$ cat config.mk
export PLATFORM = sky130hd
export DESIGN_NAME = crd_core
export DESIGN_NICKNAME = d
export VERILOG_FILES = /design/src/logic/crd_pkg.sv /design/src/logic/crd_core.sv /design/src/logic/crd_ram.sv
export VERILOG_INCLUDE_DIRS = /design/src /design/src/logic
export SDC_FILE = /design/constraint.sdc
export NUM_CORES = 2
export LEC_CHECK = 0
export BUFFER_PORTS_ARGS = -buffer_cell sky130_fd_sc_hd__clkbuf_2
export CAP_MARGIN = 5
export CORE_ASPECT_RATIO = 1.25
export CORE_UTILIZATION = 65
export DETAILED_ROUTE_END_ITERATION = 10
export PLACE_DENSITY_LB_ADDON = 0.12
export SYNTH_ARGS = -nofsm -noshare
export SYNTH_HDL_FRONTEND = slang
export SYNTH_SLANG_ARGS = --single-unit
$ cat constraint.sdc
create_clock -name ref_clk_i -period 22.7 [get_ports ref_clk_i]
set_clock_uncertainty 0.1 [all_clocks]
set_input_delay 1.135 -clock ref_clk_i [delete_from_list [all_inputs] [get_ports ref_clk_i]]
set_output_delay 1.135 -clock ref_clk_i [all_outputs]
set_load 0.02 [all_outputs]
$ cat src/logic/crd_cfg.svh
// constants of the core register datapath: reset values, field positions, sizes
// assumes inclusion by the datapath package and modules only
`ifndef CRD_CFG_SVH
`define CRD_CFG_SVH
`define CRD_SP_RST        8'h07
`define CRD_ACC_RST       8'h00
`define CRD_B_RST         8'h00
`define CRD_PSW_RST       8'h00
`define CRD_DP_RST        16'h0000
`define CRD_PSW_CY        7
`define CRD_PSW_AC        6
`define CRD_PSW_F0        5
`define CRD_PSW_RS_HI     4
`define CRD_PSW_RS_LO     3
`define CRD_PSW_OV        2
`define CRD_PSW_F1        1
`define CRD_PSW_P         0
`define CRD_BIT_BASE      8'h20
`define CRD_BIT_TOP       8'h2F
`define CRD_RAM_DEPTH     256
`define CRD_AUX_DEPTH     256
`endif

$ cat src/logic/crd_pkg.sv
// types shared by the core register datapath
// assumes crd_cfg.svh on the include path
package crd_pkg;
  typedef enum logic [3:0] {
    CRD_OP_NOP   = 4'h0,
    CRD_OP_ADD   = 4'h1,
    CRD_OP_ADDC  = 4'h2,
    CRD_OP_SUBB  = 4'h3,
    CRD_OP_AND   = 4'h4,
    CRD_OP_OR    = 4'h5,
    CRD_OP_XOR   = 4'h6,
    CRD_OP_MUL   = 4'h7,
    CRD_OP_DIV   = 4'h8,
    CRD_OP_JADDR = 4'h9,
    CRD_OP_LDA   = 4'hA,
    CRD_OP_LDB   = 4'hB
  } crd_alu_op_t;

  typedef enum logic [3:0] {
    CRD_MV_NONE  = 4'h0,
    CRD_MV_PUSH  = 4'h1,
    CRD_MV_POP   = 4'h2,
    CRD_MV_SPLD  = 4'h3,
    CRD_MV_RDRAM = 4'h4,
    CRD_MV_WRRAM = 4'h5,
    CRD_MV_RDBIT = 4'h6,
    CRD_MV_WRBIT = 4'h7,
    CRD_MV_XRD   = 4'h8,
    CRD_MV_XWR   = 4'h9,
    CRD_MV_DPLD  = 4'hA,
    CRD_MV_DPINC = 4'hB,
    CRD_MV_PSWLD = 4'hC,
    CRD_MV_AUXLD = 4'hD
  } crd_move_t;

  typedef enum logic [1:0] {
    CRD_PM_RUN  = 2'b00,
    CRD_PM_IDLE = 2'b01,
    CRD_PM_DOWN = 2'b10
  } crd_pm_t;

  typedef struct packed {
    crd_alu_op_t alu_op;
    crd_move_t   move;
    logic [7:0]  addr;
    logic [2:0]  bit_sel;
    logic [15:0] wdata;
    logic [15:0] jbase;
  } crd_cmd_t;

  typedef struct packed {
    logic [7:0]  accumulator_reg;
    logic [7:0]  second_operand;
    logic [7:0]  program_status_word;
    logic [7:0]  stack_top_pointer;
    logic [15:0] data_pointer_pair;
    logic [7:0]  rdata;
    logic [15:0] jump_addr;
  } crd_state_t;
endpackage

$ cat src/logic/crd_core.sv
// core register datapath: alu, second operand, status word, stack, dual
// data pointers, scratch-pad and aux memories, idle and power-down gating.
// assumes the decoder issues one command per cycle while cpu_run_o is high.
`include "crd_cfg.svh"

module crd_core
  import crd_pkg::*;
(
  input  wire logic             ref_clk_i,
  input  wire logic             sys_rst_i,
  input  wire logic             clk_en_i,
  input  crd_pkg::crd_cmd_t     cmd_i,
  input  wire logic             idle_req_i,
  input  wire logic             pdown_req_i,
  input  wire logic             irq_i,
  output crd_pkg::crd_state_t   state_o,
  output logic      [7:0]       bank_base_o,
  output logic                  cpu_run_o,
  output logic                  periph_run_o,
  output logic                  pointer_select_bit_o
);
  crd_pm_t     pm_r, pm_nxt;
  logic [7:0]  acc_r, acc_nxt, b_r, b_nxt, psw_r, psw_nxt, sp_r, sp_nxt;
  logic [15:0] dp0_r, dp0_nxt, dp1_r, dp1_nxt, jmp_r, jmp_nxt;
  logic [7:0]  aux_control_one_r, aux_nxt, bank_r, bank_nxt;
  logic        cpu_r, cpu_nxt, per_r, per_nxt;
  logic        rd_aux_r, rd_aux_nxt, rd_bit_r, rd_bit_nxt;
  logic [2:0]  bsel_r, bsel_nxt;
  logic        ram_we, aux_we, ram_en, aux_en;
  logic [7:0]  ram_addr, ram_wdata, ram_rdata, aux_rdata;
  logic [8:0]  sum9;
  logic [4:0]  half5;
  logic [15:0] prod;
  logic        cy_in, run;
  logic [15:0] dp_sel;

  assign run    = clk_en_i && cpu_r;
  assign dp_sel = aux_control_one_r[0] ? dp1_r : dp0_r;

  // power-management state keeps running while the cpu clock is stopped
  always_comb begin
    pm_nxt = pm_r;
    case (pm_r)
      CRD_PM_RUN: begin
        if (pdown_req_i) begin
          pm_nxt = CRD_PM_DOWN;
        end else if (idle_req_i) begin
          pm_nxt = CRD_PM_IDLE;
        end
      end
      CRD_PM_IDLE: begin
        if (pdown_req_i) begin
          pm_nxt = CRD_PM_DOWN;
        end else if (irq_i) begin
          pm_nxt = CRD_PM_RUN;
        end
      end
      CRD_PM_DOWN: pm_nxt = CRD_PM_DOWN;  // only reset leaves
      default: pm_nxt = CRD_PM_RUN;
    endcase
    cpu_nxt = (pm_nxt == CRD_PM_RUN);
    per_nxt = (pm_nxt != CRD_PM_DOWN);
  end

  always_ff @(posedge ref_clk_i or posedge sys_rst_i) begin
    if (sys_rst_i) begin
      pm_r  <= CRD_PM_RUN;
      cpu_r <= 1'b1;
      per_r <= 1'b1;
    end else if (clk_en_i) begin
      pm_r  <= pm_nxt;
      cpu_r <= cpu_nxt;
      per_r <= per_nxt;
    end
  end

  // datapath next state; holds everything while the cpu clock is stopped
  always_comb begin
    acc_nxt    = acc_r;
    b_nxt      = b_r;
    psw_nxt    = psw_r;
    sp_nxt     = sp_r;
    dp0_nxt    = dp0_r;
    dp1_nxt    = dp1_r;
    aux_nxt    = aux_control_one_r;
    jmp_nxt    = jmp_r;
    rd_aux_nxt = rd_aux_r;
    rd_bit_nxt = rd_bit_r;
    bsel_nxt   = bsel_r;
    ram_we     = 1'b0;
    aux_we     = 1'b0;
    ram_en     = 1'b0;
    aux_en     = 1'b0;
    ram_addr   = cmd_i.addr;
    ram_wdata  = cmd_i.wdata[7:0];
    cy_in      = (cmd_i.alu_op == CRD_OP_ADDC) && psw_r[`CRD_PSW_CY];
    sum9       = 9'h000;
    half5      = 5'h00;
    prod       = {8'h00, acc_r} * {8'h00, b_r};
    if (run) begin
      case (cmd_i.alu_op)
        CRD_OP_ADD, CRD_OP_ADDC: begin
          sum9  = {1'b0, acc_r} + {1'b0, cmd_i.wdata[7:0]} + {8'h00, cy_in};
          half5 = {1'b0, acc_r[3:0]} + {1'b0, cmd_i.wdata[3:0]} + {4'h0, cy_in};
          acc_nxt = sum9[7:0];
          psw_nxt[`CRD_PSW_CY] = sum9[8];
          psw_nxt[`CRD_PSW_AC] = half5[4];
          psw_nxt[`CRD_PSW_OV] = (acc_r[7] == cmd_i.wdata[7]) && (sum9[7] != acc_r[7]);
        end
        CRD_OP_SUBB: begin
          sum9  = {1'b0, acc_r} - {1'b0, cmd_i.wdata[7:0]} - {8'h00, psw_r[`CRD_PSW_CY]};
          half5 = {1'b0, acc_r[3:0]} - {1'b0, cmd_i.wdata[3:0]} - {4'h0, psw_r[`CRD_PSW_CY]};
          acc_nxt = sum9[7:0];
          psw_nxt[`CRD_PSW_CY] = sum9[8];
          psw_nxt[`CRD_PSW_AC] = half5[4];
          psw_nxt[`CRD_PSW_OV] = (acc_r[7] != cmd_i.wdata[7]) && (sum9[7] != acc_r[7]);
        end
        CRD_OP_AND: acc_nxt = acc_r & cmd_i.wdata[7:0];
        CRD_OP_OR:  acc_nxt = acc_r | cmd_i.wdata[7:0];
        CRD_OP_XOR: acc_nxt = acc_r ^ cmd_i.wdata[7:0];
        CRD_OP_MUL: begin
          acc_nxt = prod[7:0];
          b_nxt   = prod[15:8];
          psw_nxt[`CRD_PSW_CY] = 1'b0;
          psw_nxt[`CRD_PSW_OV] = (prod[15:8] != 8'h00);
        end
        CRD_OP_DIV: begin
          psw_nxt[`CRD_PSW_CY] = 1'b0;
          if (b_r == 8'h00) begin
            psw_nxt[`CRD_PSW_OV] = 1'b1;  // quotient undefined, operands kept
          end else begin
            acc_nxt = acc_r / b_r;
            b_nxt   = acc_r % b_r;
            psw_nxt[`CRD_PSW_OV] = 1'b0;
          end
        end
        CRD_OP_JADDR: jmp_nxt = cmd_i.jbase + {{8{acc_r[7]}}, acc_r};
        CRD_OP_LDA:   acc_nxt = cmd_i.wdata[7:0];
        CRD_OP_LDB:   b_nxt = cmd_i.wdata[7:0];
        default: ;
      endcase
      case (cmd_i.move)
        CRD_MV_PUSH: begin
          sp_nxt   = sp_r + 8'h01;
          ram_addr = sp_r + 8'h01;
          ram_en   = 1'b1;
          ram_we   = 1'b1;
        end
        CRD_MV_POP: begin
          sp_nxt     = sp_r - 8'h01;
          ram_addr   = sp_r;
          ram_en     = 1'b1;
          rd_aux_nxt = 1'b0;
          rd_bit_nxt = 1'b0;
        end
        CRD_MV_SPLD: sp_nxt = cmd_i.wdata[7:0];
        CRD_MV_RDRAM: begin
          ram_en     = 1'b1;
          rd_aux_nxt = 1'b0;
          rd_bit_nxt = 1'b0;
        end
        CRD_MV_WRRAM: begin
          ram_en = 1'b1;
          ram_we = 1'b1;
        end
        CRD_MV_RDBIT: begin
          ram_addr   = `CRD_BIT_BASE | {4'h0, cmd_i.addr[3:0]};
          ram_en     = 1'b1;
          rd_aux_nxt = 1'b0;
          rd_bit_nxt = 1'b1;
          bsel_nxt   = cmd_i.bit_sel;
        end
        CRD_MV_XRD: begin
          aux_en     = 1'b1;
          rd_aux_nxt = 1'b1;
          rd_bit_nxt = 1'b0;
        end
        CRD_MV_XWR: begin
          aux_en = 1'b1;
          aux_we = 1'b1;
        end
        CRD_MV_DPLD: begin
          if (aux_control_one_r[0]) begin
            dp1_nxt = cmd_i.wdata;
          end else begin
            dp0_nxt = cmd_i.wdata;
          end
        end
        CRD_MV_DPINC: begin
          if (aux_control_one_r[0]) begin
            dp1_nxt = dp1_r + 16'h0001;
          end else begin
            dp0_nxt = dp0_r + 16'h0001;
          end
        end
        CRD_MV_PSWLD: psw_nxt[7:1] = cmd_i.wdata[7:1];
        CRD_MV_AUXLD: aux_nxt = cmd_i.wdata[7:0];
        default: ;
      endcase
      psw_nxt[`CRD_PSW_P] = ^acc_nxt;
    end
    bank_nxt = {3'b000, psw_nxt[`CRD_PSW_RS_HI:`CRD_PSW_RS_LO], 3'b000};
  end

  always_ff @(posedge ref_clk_i or posedge sys_rst_i) begin
    if (sys_rst_i) begin
      acc_r             <= `CRD_ACC_RST;
      b_r               <= `CRD_B_RST;
      psw_r             <= `CRD_PSW_RST;
      sp_r              <= `CRD_SP_RST;
      dp0_r             <= `CRD_DP_RST;
      dp1_r             <= `CRD_DP_RST;
      aux_control_one_r <= 8'h00;
      jmp_r             <= 16'h0000;
      rd_aux_r          <= 1'b0;
      rd_bit_r          <= 1'b0;
      bsel_r            <= 3'h0;
      bank_r            <= 8'h00;
    end else if (clk_en_i) begin
      acc_r             <= acc_nxt;
      b_r               <= b_nxt;
      psw_r             <= psw_nxt;
      sp_r              <= sp_nxt;
      dp0_r             <= dp0_nxt;
      dp1_r             <= dp1_nxt;
      aux_control_one_r <= aux_nxt;
      jmp_r             <= jmp_nxt;
      rd_aux_r          <= rd_aux_nxt;
      rd_bit_r          <= rd_bit_nxt;
      bsel_r            <= bsel_nxt;
      bank_r            <= bank_nxt;
    end
  end

  // memories are separate arrays, so external moves can never hit scratch-pad
  crd_ram #(.DEPTH(`CRD_RAM_DEPTH), .AW(8)) u_scratch (
    .ref_clk_i (ref_clk_i),
    .en_i      (ram_en && clk_en_i),
    .we_i      (ram_we),
    .addr_i    (ram_addr),
    .wdata_i   (ram_wdata),
    .rdata_o   (ram_rdata)
  );

  crd_ram #(.DEPTH(`CRD_AUX_DEPTH), .AW(8)) u_aux (
    .ref_clk_i (ref_clk_i),
    .en_i      (aux_en && clk_en_i),
    .we_i      (aux_we),
    .addr_i    (dp_sel[7:0]),
    .wdata_i   (acc_r),
    .rdata_o   (aux_rdata)
  );

  // read data is the memory register muxed; the struct is flopped below
  crd_state_t st_r;
  logic [7:0] rd_mux;
  always_comb begin
    if (rd_aux_r) begin
      rd_mux = aux_rdata;
    end else if (rd_bit_r) begin
      rd_mux = {7'h00, ram_rdata[bsel_r]};
    end else begin
      rd_mux = ram_rdata;
    end
  end

  always_ff @(posedge ref_clk_i or posedge sys_rst_i) begin
    if (sys_rst_i) begin
      st_r <= '{`CRD_ACC_RST, `CRD_B_RST, `CRD_PSW_RST, `CRD_SP_RST, `CRD_DP_RST, 8'h00, 16'h0000};
    end else if (clk_en_i) begin
      st_r <= '{acc_nxt, b_nxt, psw_nxt, sp_nxt, aux_nxt[0] ? dp1_nxt : dp0_nxt, rd_mux, jmp_nxt};
    end
  end

  assign state_o              = st_r;
  assign bank_base_o          = bank_r;
  assign cpu_run_o            = cpu_r;
  assign periph_run_o         = per_r;
  assign pointer_select_bit_o = aux_control_one_r[0];
endmodule

$ cat src/logic/crd_ram.sv
// single-port byte memory with registered read data
// assumes one access per enabled cycle; contents survive clock gating
module crd_ram #(
  parameter int DEPTH = 256,
  parameter int AW    = 8
) (
  input  wire logic          ref_clk_i,
  input  wire logic          en_i,
  input  wire logic          we_i,
  input  wire logic [AW-1:0] addr_i,
  input  wire logic [7:0]    wdata_i,
  output logic      [7:0]    rdata_o
);
  logic [7:0] mem [DEPTH];

  always_ff @(posedge ref_clk_i) begin
    if (en_i) begin
      if (we_i) begin
        mem[addr_i] <= wdata_i;
      end
      rdata_o <= mem[addr_i];
    end
  end
endmodule

==> summary.md <==
| Metric | Value |
|---|---|
| CP Class | flop to flop |
| Leading area contributor after synthesis | edfxtp_1 |
| Drc violations | 0 |
| Largest net degree at the start of global routing | 190 |
| Syn_area_per_cell | 18.32 um2 |
| Adder-cell area share of the yosys netlist | 1.407% |
| Port bufs | 133 |
| CP most frequent cell | ha_1 |
| CP bufs+invs | 3 |
| Max-cap violations | 0 |
| Worst path max stage delay | 0.83 ns |
| DR iter-0 viols | 11230 |
| Post_cts resized | 0 |
| Post-Syn Area | 172600 um2 |
| Congestion Overflow GR | 0 |
| Clock buffer count from CTS | 393 |
| Root Buffer Master | clkbuf_16 |
| Clk buf depth | 4 |
| Pleak | 61.54 nW |
| Post-synth top area share | 71.56% |
| Total chip power | 20.54 mW |
| Worst-path clk slew | 0.07 ns |
| First-pass GRT wire length | 649.6 mm |
| Syn. warnings | 0 |
| Mux share of post-synthesis cell area | 14.49% |
| Latest clock arrival within the worst-skew pair | 0.92 ns |
| Maximum fanout along the worst path | 76 |
| # nets final | 9818 |
| Via Count | 91980 |
| Critical-path top delay cell | buf_4 |
| CTS Hold Bufs | 0 |
| Io pins | 140 |
| Final WL | 449.9 mm |
| Worst r2r dst | state_o[48] |
| RSZ-0062 raised after global routing | false |
| Dpl hpwl | 277.6 mm |
| CP endpoint kind | flop |
| CTS tree | built |
| Relative slew slack | 11.12% |
| Post-layout min period | 13.96 ns |
| Pre-CTS setup slack | 8.743 ns |
| Setup ws final | 8.743 ns |
| Hold Path Class | input pin to async pin |
| Number of fillers in the final layout | 15780 |
| Async set-or-reset flop fraction in the synthesized netlist | 2.698% |
| Post-synthesis simple-gate area fraction | 5.885% |
| Clock Sink Count | 4226 |
| Placer Congestion | 0.9596 |
| R2R Setup Slk | 8.74 ns |
| CP Launch Type | flop |
| Cells after synthesis | 9420 |
| GRT Total Usage | 33.84% |
| Hold Fails Final Rpt | 0 |
| Compound-gate portion of the synthesized area | 2.861% |
| Antenna violations before repair | 16 |
| EDFF count, synth | 4112 |
| PwrDens | 108.5 nW/um2 |
| Share of cells above drive strength 1 | 20.34% |
| Worst Path Required | 23.36 ns |
| Layout area overhead | 9.772% |
| Cell variety after synth | 93 |
| FP Rows | 211 |
| Vias in the first global route | 92840 |
| Primary FF master, synth | edfxtp_1 |
| Core Area | 264300 um2 |
| Max Freq | 0.07165 GHz |
| Largest family of logic cells by synthesized area | multiplexers |
| Slew Viols, Final | 0 |
| Fin crit share | 61.48% |
| Starting Density | 65.30% |
| Fin Setup TNS | 0 ns |
| Synth area leaders | edfxtp_1, mux4_2, nand2_1 |
| Reg2reg path depth | 49 |
| Pre-antenna DRT Iters | 6 |
| Status | complete, no violations |
| FF+latch count, synth | 4226 |
| H-tree levels | 5 |
| CP top delay family | compound AO/OA/AOI/OAI gates |
| Total setup buffers inserted after CTS | 0 |
| DR vias/cell | 6.847 |
| Final setup vio count | 0 |
| VDD IR max | 0.1648 mV |
| Synth Area in XOR/XNOR | 0.3227% |
| CP Data Arrival Time | 14.62 ns |
| R2r startpoint | state_o[71] |
| WL/cell | 33.49 um |
| Die ar. | 267500 um2 |
| Sequential area share after synthesis | 73.22% |
| Die H | 578.1 um |
| Die span in x | 462.8 um |
| Post-route ant nets | 0 |
| Actual slew at the worst max-slew pin | 1.333 ns |
==> metrics by stage <==
| step | hold WS [ns] | cell area (um2) | utilization, % | std cells |
|---|---|---|---|---|
| final | 0.2341 | 189400 | 71.68 | 13440 |
| after global routing | 0.2738 | 189400 | 71.67 | 13430 |
| after CTS | 0.2310 | 189400 | 71.67 | 13420 |
| after detailed placement | 0.3722 | 176900 | 66.96 | 12710 |
| after global placement | 0.3661 | 176900 | 66.95 | 12710 |
| after floorplan | 0.3926 | 172600 | - | 9425 |
==> cell usage in the layout (no fill, tap or decap), types with 76 or more instances in the layout <==
master     Yosys  layout
and3_1       175     175
clkbuf_1     282      77
nand2_1      985     985
nand3_1      273     269
a211oi_1     137     126
o21ai_0      119     118
nor2_1       688     687
clkbuf_2       0     125
inv_1        102     101
a21oi_1      151     149
dfrtp_1      109     100
mux2i_1      175     172
clkbuf_16      0     398
clkinv_1       2      79
ha_1         126     126
clkinv_2       0      76
edfxtp_1    4112    4112
buf_4         52     195
mux4_2      1014    1014
==> registers in the layout (all words and copies together) (netlist names) <==
name               count
u_aux.mem           2048
u_scratch.mem       2048
state_o               72
dp0_r                 16
dp1_r                 16
u_aux.rdata_o          8
u_scratch.rdata_o      8
bsel_r                 3
pm_r                   2
aux_control_one_r      1
cpu_run_o              1
periph_run_o           1
rd_aux_r               1
rd_bit_r               1
==> Yosys cell counts (32+ instances only) <==
cell type,instances
edfxtp_1,4112
a31oi_1,52
mux2i_1,175
o21ai_0,119
fa_1,42
mux2_2,36
nor2_1,688
buf_6,32
buf_2,144
clkbuf_1,282
a211oi_1,137
dfrtp_1,109
mux4_2,1014
nand2_1,985
buf_4,52
nor3_1,51
a21oi_1,151
nand3_1,273
buf_1,56
inv_1,102
xnor2_1,32
ha_1,126
and3_1,175
==> cell families (layout without fill, tap and decap cells) <==
family,Yosys count,after routing
compound gates,733,733
flops,4226,4226
simple gates,2333,2333
mux,1226,1226
buf+inv,670,1155
xor+xnor,62,62
fa+ha+maj,169,169
other cells,1,17
==> routing by layer <==
| layer | track usage, % | wire (um) | part of all wire, % | vias up |
|---|---|---|---|---|
| met5 | 0 | 61 | 0.014 | - |
| met4 | 19.43 | 30310 | 6.7 | 8 |
| met3 | 5.468 | 37450 | 8.3 | 1074 |
| met2 | 55.85 | 225000 | 50 | 5110 |
| met1 | 43.33 | 157200 | 35 | 47830 |
| li1 | - | - | - | 37960 |
==> cell type report <==
type	instances	area [um2]	share of cell area [%]
diodes	11	27.53	0.01453
clock buffers	482	10340	5.461
clock inverters	230	2103	1.110
inverters	104	395.4	0.2087
multi-input cells	4529	43360	22.89
flip-flops and latches	4226	126400	66.71
well taps	3514	4397	2.321
repair buffers	339	2420	1.278
==> report_power, final <==
group	total [mW]	internal, mW	switching (mW)	leakage [nW]
Combinational	4.83	1.86	2.98	16.8
Sequential	9.24	9.10	0.143	38.7
Clock	6.47	3.62	2.84	6.08
Total	20.5	14.6	5.97	61.5
==> worst max path at each step <==
stage | startpoint | end | slack, ns | cells past startpoint
floorplan | state_o[71] | state_o[60] | 7.91 | 45
global placement | state_o[71] | state_o[48] | 8.62 | 49
detailed placement | state_o[71] | state_o[48] | 8.74 | 49
CTS | state_o[71] | state_o[48] | 8.70 | 49
global route | state_o[71] | state_o[48] | 7.70 | 49
finish | state_o[71] | state_o[48] | 8.74 | 49
Note: power is estimated with default switching activity, not from simulation.
